<file path="config.mk">
export PLATFORM = sky130hd
export DESIGN_NAME = line_state_detector
export DESIGN_NICKNAME = d
export VERILOG_FILES = /design/src/hdl/line_state_pkg.sv /design/src/hdl/level_comparator.sv /design/src/hdl/line_state_detector.sv
export SDC_FILE = /design/constraint.sdc
export NUM_CORES = 1
export LEC_CHECK = 0
export BUFFER_PORTS_ARGS = -buffer_cell sky130_fd_sc_hd__buf_2
export CORE_MARGIN = 2
export CORE_UTILIZATION = 50
export DETAILED_ROUTE_END_ITERATION = 10
export PLACE_DENSITY = 0.65
export SLEW_MARGIN = 20
export SYNTH_ARGS = -nofsm -noshare
export SYNTH_HDL_FRONTEND = slang
export SYNTH_SLANG_ARGS = --single-unit
</file>
<file path="constraint.sdc">
create_clock -name core_clk -period 4.4 [get_ports core_clk]
set_input_delay 0.44 -clock core_clk [delete_from_list [all_inputs] [get_ports core_clk]]
set_output_delay 0.44 -clock core_clk [all_outputs]
set_load 0.05 [all_outputs]
</file>
<file path="src/hdl/line_state_pkg.sv">
/*
 package for the line state detector: register map, field positions,
 reset values, threshold limits, hysteresis ratio and carrier types.
 assumes a 32-bit classic wishbone register bus and a front end that
 delivers unsigned fundamental magnitudes on the same clock.
*/
package line_state_pkg;

   localparam int MAG_W = 16;
   localparam int PCT_W = 7;
   localparam int ADR_W = 5;
   localparam int IRQ_W = 4;

   // register byte offsets
   localparam logic [ADR_W-1:0] REG_CTRL = 5'h00;
   localparam logic [ADR_W-1:0] REG_VOLT_THR = 5'h04;
   localparam logic [ADR_W-1:0] REG_CURR_THR = 5'h08;
   localparam logic [ADR_W-1:0] REG_FLAGS = 5'h0C;
   localparam logic [ADR_W-1:0] REG_IRQ_STAT = 5'h10;
   localparam logic [ADR_W-1:0] REG_IRQ_CLR = 5'h14;
   localparam logic [ADR_W-1:0] REG_IRQ_EN = 5'h18;

   // control field
   localparam int CTRL_OPERATION_BIT = 0;
   localparam logic CTRL_OPERATION_RST = 1'b0;

   // flags register fields
   localparam int FLAGS_VOLT_LSB = 0;
   localparam int FLAGS_CURR_LSB = 3;
   localparam int FLAGS_DEAD_BIT = 6;
   localparam int FLAGS_LIVE_BIT = 7;
   localparam int FLAGS_BLOCK_BIT = 8;

   // interrupt status bits
   localparam int IRQ_DEAD_RISE = 0;
   localparam int IRQ_DEAD_FALL = 1;
   localparam int IRQ_LIVE_RISE = 2;
   localparam int IRQ_LIVE_FALL = 3;

   // thresholds in percent of nominal
   localparam logic [PCT_W-1:0] VOLT_THR_MIN = 7'd10;
   localparam logic [PCT_W-1:0] VOLT_THR_MAX = 7'd100;
   localparam logic [PCT_W-1:0] VOLT_THR_RST = 7'd60;
   localparam logic [PCT_W-1:0] CURR_THR_MIN = 7'd2;
   localparam logic [PCT_W-1:0] CURR_THR_MAX = 7'd100;
   localparam logic [PCT_W-1:0] CURR_THR_RST = 7'd10;

   // drop-off at 0.95 of pick-up
   localparam logic [31:0] PCT_SCALE = 32'h0000_0064;
   localparam logic [31:0] HYST_NUM = 32'h0000_0013;
   localparam logic [31:0] HYST_DEN = 32'h0000_0014;

   typedef struct packed {
      logic [MAG_W-1:0] phase1VoltageFundamental;
      logic [MAG_W-1:0] phase2VoltageFundamental;
      logic [MAG_W-1:0] phase3VoltageFundamental;
      logic [MAG_W-1:0] phase1CurrentFundamental;
      logic [MAG_W-1:0] phase2CurrentFundamental;
      logic [MAG_W-1:0] phase3CurrentFundamental;
   } phase_fund_s;

   typedef enum logic [3:0] {
      LS_OFF = 4'b0001,
      LS_DEAD = 4'b0010,
      LS_LIVE = 4'b0100,
      LS_MID = 4'b1000
   } line_state_e;

endpackage : line_state_pkg

</file>
<file path="src/hdl/level_comparator.sv">
/*
 one magnitude against a percent threshold of nominal, with hysteresis.
 assumes magnitude, nominal and percent are stable on core_clk.
*/
`timescale 1ns/1ps
`default_nettype none
module level_comparator
   import line_state_pkg::*;
#(
   parameter int MAG_W_P = MAG_W
) (
   input wire logic core_clk,
   input wire logic arst_n,
   input wire logic clear,
   input wire logic [MAG_W_P-1:0] mag,
   input wire logic [MAG_W_P-1:0] nominal,
   input wire logic [PCT_W-1:0] pct,
   output logic over
);
   logic over_q;
   logic over_d;
   wire logic [31:0] magScaled = 32'(mag) * PCT_SCALE;
   wire logic [31:0] pickUp = 32'(nominal) * 32'(pct);
   // cross-multiplied so no divider is needed
   wire logic setCond = magScaled > pickUp; // RULE_03 RULE_04
   wire logic dropCond = (magScaled * HYST_DEN) < (pickUp * HYST_NUM); // RULE_11

   assign over_d = clear ? 1'b0 : (setCond ? 1'b1 : (dropCond ? 1'b0 : over_q)); // RULE_10

   always_ff @(posedge core_clk or negedge arst_n) begin
      if (!arst_n) over_q <= 1'b0;
      else over_q <= over_d;
   end

   assign over = over_q;
endmodule : level_comparator
`default_nettype wire

</file>
<file path="src/hdl/line_state_detector.sv">
/*
 dead / live line detector: six hysteresis comparators, decision logic,
 wishbone classic register slave and a level interrupt.
 assumes fundamental magnitudes from the same clock domain; the block
 input is an asynchronous pin and is synchronised here.
*/
// Summary of operation
// RULE_01 - dead status only while all voltages and all currents are below thresholds
// RULE_02 - live status while all three voltages exceed the voltage threshold
// RULE_03 - three per-phase voltage flags, set while voltage above threshold
// RULE_04 - three per-phase current flags, set while current above threshold
// RULE_05 - compare fundamental magnitudes, never raw samples, against thresholds
// RULE_06 - operation setting off or on, off after reset
// RULE_07 - voltage threshold 10 to 100 percent in steps of one, default 60
// RULE_08 - current threshold 2 to 100 percent in steps of one, default 10
// RULE_09 - block input asserted disables the whole function
// RULE_10 - when disabled all flags and both status outputs stay low
// RULE_11 - thresholds are percent of nominal, drop-off at 0.95 of pick-up
`timescale 1ns/1ps
`default_nettype none
module line_state_detector
   import line_state_pkg::*;
#(
   parameter logic [MAG_W-1:0] NOMINAL_VOLTAGE = 16'h4000,
   parameter logic [MAG_W-1:0] NOMINAL_CURRENT = 16'h4000
) (
   input wire logic core_clk,
   input wire logic arst_n,
   input wire logic cyc_i,
   input wire logic stb_i,
   input wire logic we_i,
   input wire logic [ADR_W-1:0] adr_i,
   input wire logic [3:0] sel_i,
   input wire logic [31:0] dat_i,
   output logic [31:0] dat_o,
   output logic ack_o,
   input wire phase_fund_s phaseFund,
   input wire logic blockInput,
   output logic phase1VoltageOver,
   output logic phase2VoltageOver,
   output logic phase3VoltageOver,
   output logic phase1CurrentOver,
   output logic phase2CurrentOver,
   output logic phase3CurrentOver,
   output logic deadLineOutput,
   output logic liveLineOutput,
   output logic irq
);

   function automatic logic [PCT_W-1:0] clampPct(input logic [7:0] v, input logic [PCT_W-1:0] lo,
                                                   input logic [PCT_W-1:0] hi);
      logic [PCT_W-1:0] r;
      r = v[PCT_W-1:0];
      if (v < {1'b0, lo}) r = lo;
      else if (v > {1'b0, hi}) r = hi;
      return r;
   endfunction : clampPct

   // registers
   logic operation_q;
   logic [PCT_W-1:0] voltThr_q;
   logic [PCT_W-1:0] currThr_q;
   logic [IRQ_W-1:0] irqStat_q;
   logic [IRQ_W-1:0] irqStat_d;
   logic [IRQ_W-1:0] irqEn_q;
   logic irq_q;
   logic ack_q;
   logic [31:0] rdData_q;
   logic [31:0] rdData_d;

   // block pin synchroniser
   logic blkSync1_q;
   logic blkSync2_q;
   logic blkSync3_q;
   logic blockActive_q;

   // decision state
   logic compValid_q;
   line_state_e lineState_d;
   logic dead_q;
   logic live_q;

   // bus decode
   wire logic busReq = cyc_i & stb_i & ~ack_q;
   wire logic busWr = busReq & we_i & sel_i[0];
   wire logic wrCtrl = busWr & (adr_i == REG_CTRL);
   wire logic wrVolt = busWr & (adr_i == REG_VOLT_THR);
   wire logic wrCurr = busWr & (adr_i == REG_CURR_THR);
   wire logic wrClr = busWr & (adr_i == REG_IRQ_CLR);
   wire logic wrEn = busWr & (adr_i == REG_IRQ_EN);

   // function enable
   wire logic funcEnabled = operation_q & ~blockActive_q; // RULE_06 RULE_09
   wire logic compClear = ~funcEnabled; // RULE_10

   // comparator array
   wire logic [MAG_W-1:0] voltMag [3];
   wire logic [MAG_W-1:0] currMag [3];
   logic [2:0] voltOver;
   logic [2:0] currOver;

   // only fundamental magnitudes reach the comparators
   assign voltMag[0] = phaseFund.phase1VoltageFundamental; // RULE_05
   assign voltMag[1] = phaseFund.phase2VoltageFundamental; // RULE_05
   assign voltMag[2] = phaseFund.phase3VoltageFundamental; // RULE_05
   assign currMag[0] = phaseFund.phase1CurrentFundamental; // RULE_05
   assign currMag[1] = phaseFund.phase2CurrentFundamental; // RULE_05
   assign currMag[2] = phaseFund.phase3CurrentFundamental; // RULE_05

   for (genvar p = 0; p < 3; p++) begin : g_phase
      level_comparator #(.MAG_W_P(MAG_W)) u_volt (
         .core_clk(core_clk),
         .arst_n(arst_n),
         .clear(compClear),
         .mag(voltMag[p]),
         .nominal(NOMINAL_VOLTAGE),
         .pct(voltThr_q),
         .over(voltOver[p])
      ); // RULE_03 RULE_11
      level_comparator #(.MAG_W_P(MAG_W)) u_curr (
         .core_clk(core_clk),
         .arst_n(arst_n),
         .clear(compClear),
         .mag(currMag[p]),
         .nominal(NOMINAL_CURRENT),
         .pct(currThr_q),
         .over(currOver[p])
      ); // RULE_04 RULE_11
   end

   // decision; cleared comparators read all low for one edge after release,
   // which would look like a dead line, so the decision waits one edge for them
   wire logic flagsValid = funcEnabled & compValid_q; // RULE_01 RULE_10
   wire logic deadCond = flagsValid & ~|voltOver & ~|currOver; // RULE_01 RULE_10
   wire logic liveCond = flagsValid & (&voltOver); // RULE_02 RULE_10

   always_comb begin
      lineState_d = LS_MID;
      case (1'b1)
         !flagsValid: lineState_d = LS_OFF;
         deadCond: lineState_d = LS_DEAD;
         liveCond: lineState_d = LS_LIVE;
         default: lineState_d = LS_MID;
      endcase
   end

   wire logic dead_d = (lineState_d == LS_DEAD);
   wire logic live_d = (lineState_d == LS_LIVE);

   // events: set wins over a clear in the same cycle
   wire logic [IRQ_W-1:0] irqEvents = {live_q & ~live_d, ~live_q & live_d, dead_q & ~dead_d, ~dead_q & dead_d};
   wire logic [IRQ_W-1:0] clrMask = wrClr ? dat_i[IRQ_W-1:0] : '0;
   assign irqStat_d = (irqStat_q & ~clrMask) | irqEvents;
   wire logic irq_d = |(irqStat_d & irqEn_q);

   // read mux, unmapped reads return zero
   wire logic [31:0] flagsWord = {23'h00_0000, blockActive_q, live_q, dead_q, currOver, voltOver};
   always_comb begin
      case (adr_i)
         REG_CTRL: rdData_d = {31'h0000_0000, operation_q};
         REG_VOLT_THR: rdData_d = {25'h000_0000, voltThr_q};
         REG_CURR_THR: rdData_d = {25'h000_0000, currThr_q};
         REG_FLAGS: rdData_d = flagsWord;
         REG_IRQ_STAT: rdData_d = {28'h000_0000, irqStat_q};
         REG_IRQ_EN: rdData_d = {28'h000_0000, irqEn_q};
         default: rdData_d = 32'h0000_0000;
      endcase
   end

   // block pin: a change counts once stages two and three agree
   always_ff @(posedge core_clk or negedge arst_n) begin
      if (!arst_n) begin
         blkSync1_q <= 1'b0;
         blkSync2_q <= 1'b0;
         blkSync3_q <= 1'b0;
         blockActive_q <= 1'b0;
      end else begin
         blkSync1_q <= blockInput;
         blkSync2_q <= blkSync1_q;
         blkSync3_q <= blkSync2_q;
         if (blkSync2_q == blkSync3_q) blockActive_q <= blkSync3_q; // RULE_09
      end
   end

   // settings; out-of-range thresholds are clamped, not rejected
   always_ff @(posedge core_clk or negedge arst_n) begin
      if (!arst_n) begin
         operation_q <= CTRL_OPERATION_RST; // RULE_06
         voltThr_q <= VOLT_THR_RST; // RULE_07
         currThr_q <= CURR_THR_RST; // RULE_08
         irqEn_q <= '0;
      end else begin
         if (wrCtrl) operation_q <= dat_i[CTRL_OPERATION_BIT]; // RULE_06
         if (wrVolt) voltThr_q <= clampPct(dat_i[7:0], VOLT_THR_MIN, VOLT_THR_MAX); // RULE_07
         if (wrCurr) currThr_q <= clampPct(dat_i[7:0], CURR_THR_MIN, CURR_THR_MAX); // RULE_08
         if (wrEn) irqEn_q <= dat_i[IRQ_W-1:0];
      end
   end

   // decision state and interrupt
   always_ff @(posedge core_clk or negedge arst_n) begin
      if (!arst_n) begin
         compValid_q <= 1'b0;
         dead_q <= 1'b0;
         live_q <= 1'b0;
         irqStat_q <= '0;
         irq_q <= 1'b0;
      end else begin
         compValid_q <= funcEnabled; // RULE_01
         dead_q <= dead_d; // RULE_01
         live_q <= live_d; // RULE_02
         irqStat_q <= irqStat_d;
         irq_q <= irq_d;
      end
   end

   // bus answer one cycle after the request is seen
   always_ff @(posedge core_clk or negedge arst_n) begin
      if (!arst_n) begin
         ack_q <= 1'b0;
         rdData_q <= 32'h0000_0000;
      end else begin
         ack_q <= busReq;
         if (busReq) rdData_q <= rdData_d;
      end
   end

   assign dat_o = rdData_q;
   assign ack_o = ack_q;
   assign irq = irq_q;
   assign phase1VoltageOver = voltOver[0];
   assign phase2VoltageOver = voltOver[1];
   assign phase3VoltageOver = voltOver[2];
   assign phase1CurrentOver = currOver[0];
   assign phase2CurrentOver = currOver[1];
   assign phase3CurrentOver = currOver[2];
   assign deadLineOutput = dead_q;
   assign liveLineOutput = live_q;

endmodule : line_state_detector
`default_nettype wire

</file>
# After elaboration in Yosys (flattened, before gate mapping)
# Index checks and enable logic that the tools add are counted.
# op_classes
n_lt_le_gt_ge,15
bitwise,28
eq_ne,15
muxes,26
n_mul,14
reduce_logical,7
# op_table
cell,count
$lt A32 B32 Y1,6
$mul A21 B3 Y24 const B,6
$gt A23 B21 Y1,6
$mul A16 B5 Y21 const B,6
$pmux W9 S6,1
$mul A7 B5 Y12 const B,2
$mux W7,3
$and A1 B1 Y1,18
$mux W1,18
$ne A3 B1 Y1 const B,6
$mux W4,4
$eq A5 B5 Y1 const B,3
$eq A5 B4 Y1 const B,2
$and A4 B4 Y4,2
$gt A8 B7 Y1 const B,1
$lt A8 B2 Y1 const B,1
$lt A8 B4 Y1 const B,1
$not A1 Y1,6
$reduce_or A3 Y1,2
$eq A5 B3 Y1 const B,1
$logic_not A5 Y1,1
$eq A4 B2 Y1 const B,1
$eq A4 B3 Y1 const B,1
$not A4 Y4,1
other kinds (5),6
# word_totals
inputBits,143
regBits,70
out_inout_bits,42
wordCells,126

# Depth between registers and ports, before layout
# depth
depth_word,13
mapped_depth,31
ltp_nobuf,31

# Modules after synthesis
# A second synthesis with hierarchy kept.
# hier_totals
cells_unflattened,6864
area_unflattened_um2,57151.1
# modules_own_cells
mod,area_per_inst_um2,cells_per_inst,n_inst
level_comparator at g_phase[0].u_volt ...,9288.9,1131,2
level_comparator at g_phase[0].u_curr,9210.1,1122,1
level_comparator at g_phase[1].u_volt,9135.0,1109,1
level_comparator at g_phase[2].u_curr,9066.2,1090,1
level_comparator at g_phase[2].u_volt,9032.4,1082,1
line_state_detector,2129.5,199,1

# Worst setup path after synthesis
# OpenSTA, ideal clock, no wires.
# synth_timing
kind,input to register
start,in phaseFund[2] (netlist bit)
end,reg g_phase[2].u_curr.over_q
stages,26
setup_time_ns,0.088
required_ns,4.312
n_path_buf,0
slack_ns,-1.787
arrival_time_ns,6.098
path_cell_list,ha_1 -> ha_1 -> fa_1 -> ha_1 -> nor2b_1 -> o31ai_1 -> a21oi_1 -> o21ai_0 -> nand2b_1 -> xnor2_1 -> ha_1 -> ha_1 -> and2_1 -> a221oi_1 -> a21oi_1 -> o311a_1 -> o21a_1 -> o21a_1 -> nor2_1 -> xnor2_1 -> ha_1 -> o211ai_1 -> or4_1 -> nand4_1 -> o21ai_0 -> a41oi_1
# synth_via
elab_chain_len,4
word_cells_on_any_way,7
cone_classes,mul (2); order compare (2); eq/ne (1); mux (2)
# synth_lines
element,line,text
from (decl),line_state_detector.sv:37,"input wire phase_fund_s phaseFund,"
$mul A16 B5 Y21 (*),level_comparator.sv:22,wire logic [31:0] magScaled = 32'(mag) * PCT_SCALE;
$mul A21 B3 Y24 or $gt A23 B21 Y1 (tied branches),"level_comparator.sv:26, level_comparator.sv:25",
$lt A32 B32 Y1 or $mux W1 (tied branches),"level_comparator.sv:26, level_comparator.sv:28",
$ne A3 B1 Y1 (no line) or $mux W1 (tied branches),n/a,
to (signal assigned),level_comparator.sv:32,else over_q <= over_d;
to (decl),level_comparator.sv:20,logic over_q;
# Mark *: on every way between the ends. The rest lies on a longest branch, timed or not.
# A chain may end at the register's enable or synchronous reset.

# Worst setup path after layout
# layout_timing
start,in phaseFund[35] (netlist bit)
end,reg g_phase[0].u_curr.over_q
# layout_via
elab_chain_len,4
word_cells_on_any_way,7
cone_classes,mul (2); order compare (2); eq/ne (1); mux (2)
# layout_lines
element,line
$mul A16 B5 Y21 (*),level_comparator.sv:22
$mul A21 B3 Y24 or $gt A23 B21 Y1 (tied branches),"level_comparator.sv:26, level_comparator.sv:25"
$lt A32 B32 Y1 or $mux W1 (tied branches),"level_comparator.sv:26, level_comparator.sv:28"
$ne A3 B1 Y1 (no line) or $mux W1 (tied branches),n/a
to (signal assigned),level_comparator.sv:32
to (decl),level_comparator.sv:20
# Marked as above.

==> flow_summary_export.csv <==
group,metric,value,unit
global_routing,grt_pass1_wl,91.11,mm
yosys,synth_cells,2421,
timing,report.final.slew_viol_count,0,
worst_setup_path,crit-reg2reg-launch,"voltThr_q[3]$_DFFE_PN1P_",
detailed_routing,vias,19420,
yosys,synth_edf_count,0,
detailed_routing,wl_per_cell,14.62,microns
yosys,synthesis.area,20080,sq um
placed_design,placed_area,26270,sq um
worst_setup_path,reg2reg_to,"g_phase[1].u_volt.over$_DFFE_PN0P_",
detailed_routing,ant_nets,0,
clocking,clkSlewWorstSetupHoldPaths,0.06,ns
worst_setup_path,crit_required,4.58,ns
timing,whs,0.2430,ns
clocking,cts_tree,"yes",
yosys,yosys.area.top_type,"ha_1",
worst_setup_path,crit_path_max_fanout,3,
detailed_routing,dr.pass1.iters,6,
clocking,clkLatencyLatePin,0.29,ns
timing,rsz0062_at_grt,"yes",
global_routing,antenna_found_initial,12,
clocking,holdBufCountCts,0,
cells_and_area,fin_area,28000,sq um
floorplanning,die_h,204.4,microns
timing,max_clock_freq,171.1,MHz
cells_and_area,final_cell_mix,"buf_4 (587), ha_1 (558), inv_1 (384)",
clocking,cts_buffers,5,
outcome,status,"finished, violations left",
clocking,clockBufferDepth,2,
worst_setup_path,cp.arrival,6.02,ns
yosys,synth_area_leaders,"ha_1 (41%), inv_1 (7.5%), fa_1 (7.2%)",
clocking,htree_levels,2,
yosys,yosysWarnings,0,
cells_and_area,syn_to_final_growth,39.43,%
yosys,async_reset_ff_share,100.0,%
global_routing,grt_pass1_vias,20420,
timing,tightest_slew,0.6250,ns
placed_design,dp_hpwl,45.52,mm
floorplanning,die_width,204.4,microns
yosys,synthFlopType,"dfrtp_1",
outcome,violations,"setup timing",
timing,relSlewSlack,58.33,%
cells_and_area,final_common_cell,"buf_4",
global_routing,overflow,0,
worst_setup_path,ff2ff_path_depth,18,
yosys,ys_seq_elements,47,
floorplanning,initial_utilization,50.54,%
floorplanning,ios,185,
global_routing,grt_max_degree,48,
worst_setup_path,crit_end,"g_phase[0].u_curr.over$_DFFE_PN0P_",
cells_and_area,drive_gt1_share,32.79,%
detailed_routing,drt_iter0_markers,807,
yosys,yosysUniqueCellTypes,73,
worst_setup_path,end_kind,"register",
min_path,hp-class,"in -> async",
clocking,clkSinkCount,47,
placed_design,numPortBuffers,134,
cells_and_area,nets,4008,
flow_run,maxCapViolations,0,
clocking,cts_root_buffer,"clkbuf_16",
timing,finalCriticalPeriod,5.845,ns
placed_design,globalplace.congestion,0.9028,
yosys,synth_top_area_share,40.87,%
detailed_routing,drt-total-wl,53.64,mm
timing,fin_crit_sh,132.8,%
floorplanning,fp-row-count,73,
global_routing,grtUsageTotal,25.88,%
timing,finalHoldViolations,0,
detailed_routing,via_per_inst,5.292,
worst_setup_path,cp-startpoint,"phaseFund[35]",
timing,finalClockSkew,0.007608,ns
worst_setup_path,rrSetupSlack,0.09,ns
detailed_routing,drc,0,
worst_setup_path,path_class,"in -> reg",
floorplanning,coreArea,39730,sq um
yosys,synth_seq_area_share,5.894,%
worst_setup_path,setup.worst_path.start_class,"input port",
yosys,synth.avg_cell_area,8.295,sq um
timing,worst_slack,-1.445,ns
timing,finalSetupViolCount,6,
floorplanning,die_area,41780,sq um
-- cells by family (layout without fill, tap and decap cells) --
| logic type | count (synthesis) | in the layout | share of synthesized area (%) |
|---|---|---|---|
| AO/OA/AOI/OAI | 497 | 497 | 16.08 |
| XOR/XNOR | 165 | 165 | 7.196 |
| adder cells (fa/ha/maj) | 729 | 729 | 48.10 |
| buffers and inverters | 435 | 1130 | 8.561 |
| flip-flops | 47 | 47 | 5.894 |
| multiplexers | 12 | 12 | 0.6293 |
| other | 1 | 29 | 0.01867 |
| AND/OR/NAND/NOR | 535 | 535 | 13.52 |
-- state kept, by name, summed over array words and instances, names as in the netlist --
name,cells
dat_o,9
currThr_q,7
voltThr_q,7
irqEn_q,4
irqStat_q,4
g_phase.u_curr.over,3
g_phase.u_volt.over,3
ack_o,1
blkSync1_q,1
blkSync2_q,1
blkSync3_q,1
blockActive_q,1
compValid_q,1
deadLineOutput,1
irq,1
liveLineOutput,1
operation_q,1
-- cell usage after synthesis (all sizes together), types with 7 or more instances --
master and count:
nor2 132, or2 9, mux2i 7, nand4b 7, nand3 41, o21ai 119
nor2b 39, or3 14, buf 23, xor2 54, and3 13, o31ai 10
o211ai 15, nand4 38, o31a 8, and2 25, nand2 97, a211oi 21
xnor2 111, a21o 63, nor3 52, ha 656, inv 403, nor4 15
clkbuf 9, fa 72, o21a 49, nand2b 31, dfrtp 41, o21bai 10
a21oi 128, or4 8
-- area by class of cell --
type,count,area (sq um)
fill,3087,11730
timing repair buffer,719,5172
antenna,6,15.01
tap,525,656.9
inverter,403,1513
clock inverter,1,5.005
clock buffer,7,142.6
multi-input combinational,1961,19310
sequential,47,1184
-- worst min path at each step --
stage                                     from                   end  slack [ns]  depth (start not counted)
after floorplan                         arst_n       ack_o$_DFF_PN0_        0.14                          0
after global placement    blkSync1_q$_DFF_PN0_  blkSync2_q$_DFF_PN0_        0.34                          0
after detailed placement  blkSync1_q$_DFF_PN0_  blkSync2_q$_DFF_PN0_        0.35                          0
after CTS                           blockInput  blkSync1_q$_DFF_PN0_        0.25                          1
after global routing                blockInput  blkSync1_q$_DFF_PN0_        0.25                          1
final                                   arst_n  dat_o[7]$_DFFE_PN0P_        0.24                          2
-- metal layers --
layer | wire length (microns) | GRT usage [%] | vias to the layer above
met5 | 86 | 0 | -
met4 | 1370 | 6.366 | 12
met2 | 26320 | 47.59 | 318
li1 | - | - | 9901
met1 | 23800 | 31.83 | 9089
met3 | 2055 | 3.125 | 95
-- repair_timing --
action | 4_1_cts | 5_1_grt
buffers inserted | 40 | 16
pin swaps | 185 | 99
gates resized for setup | 135 | 86
setup endpoints to repair | 6 | 6
-- stage by stage --
step / instances / worst slack, ns / utilization, % / TNS, ns
3_5_place_dp: 3600 / -1.880 / 66.11 / -10.35
4_1_cts: 3647 / -1.470 / 68.93 / -7.308
5_1_grt: 3665 / -1.745 / 70.45 / -9.092
3_3_place_gp: 3600 / -1.756 / 66.11 / -9.571
6_report: 3669 / -1.445 / 70.47 / -7.445
2_1_floorplan: 2443 / -1.410 / - / -7.176
-- critical path, stage by stage --
cell and delay [ns]:
buf_6 0.11, ha_4 0.27, ha_4 0.19, fa_1 0.54
ha_4 0.21, nor2b_4 0.12, o31a_1 0.28, o41a_1 0.34
a41o_1 0.20, o41a_1 0.45, a21o_1 0.23, a21oi_2 0.17
xnor2_2 0.16, ha_1 0.27, ha_1 0.29, o21a_1 0.12
o31a_1 0.24, mux2i_1 0.21, nand2_1 0.07, ha_1 0.31
nand4_1 0.08, a2111oi_1 0.06, o31ai_1 0.27, o211ai_1 0.12
o31a_1 0.25
Power is not shown: default switching activity piles up to over one toggle a cycle in this logic, so the estimate is an artifact.
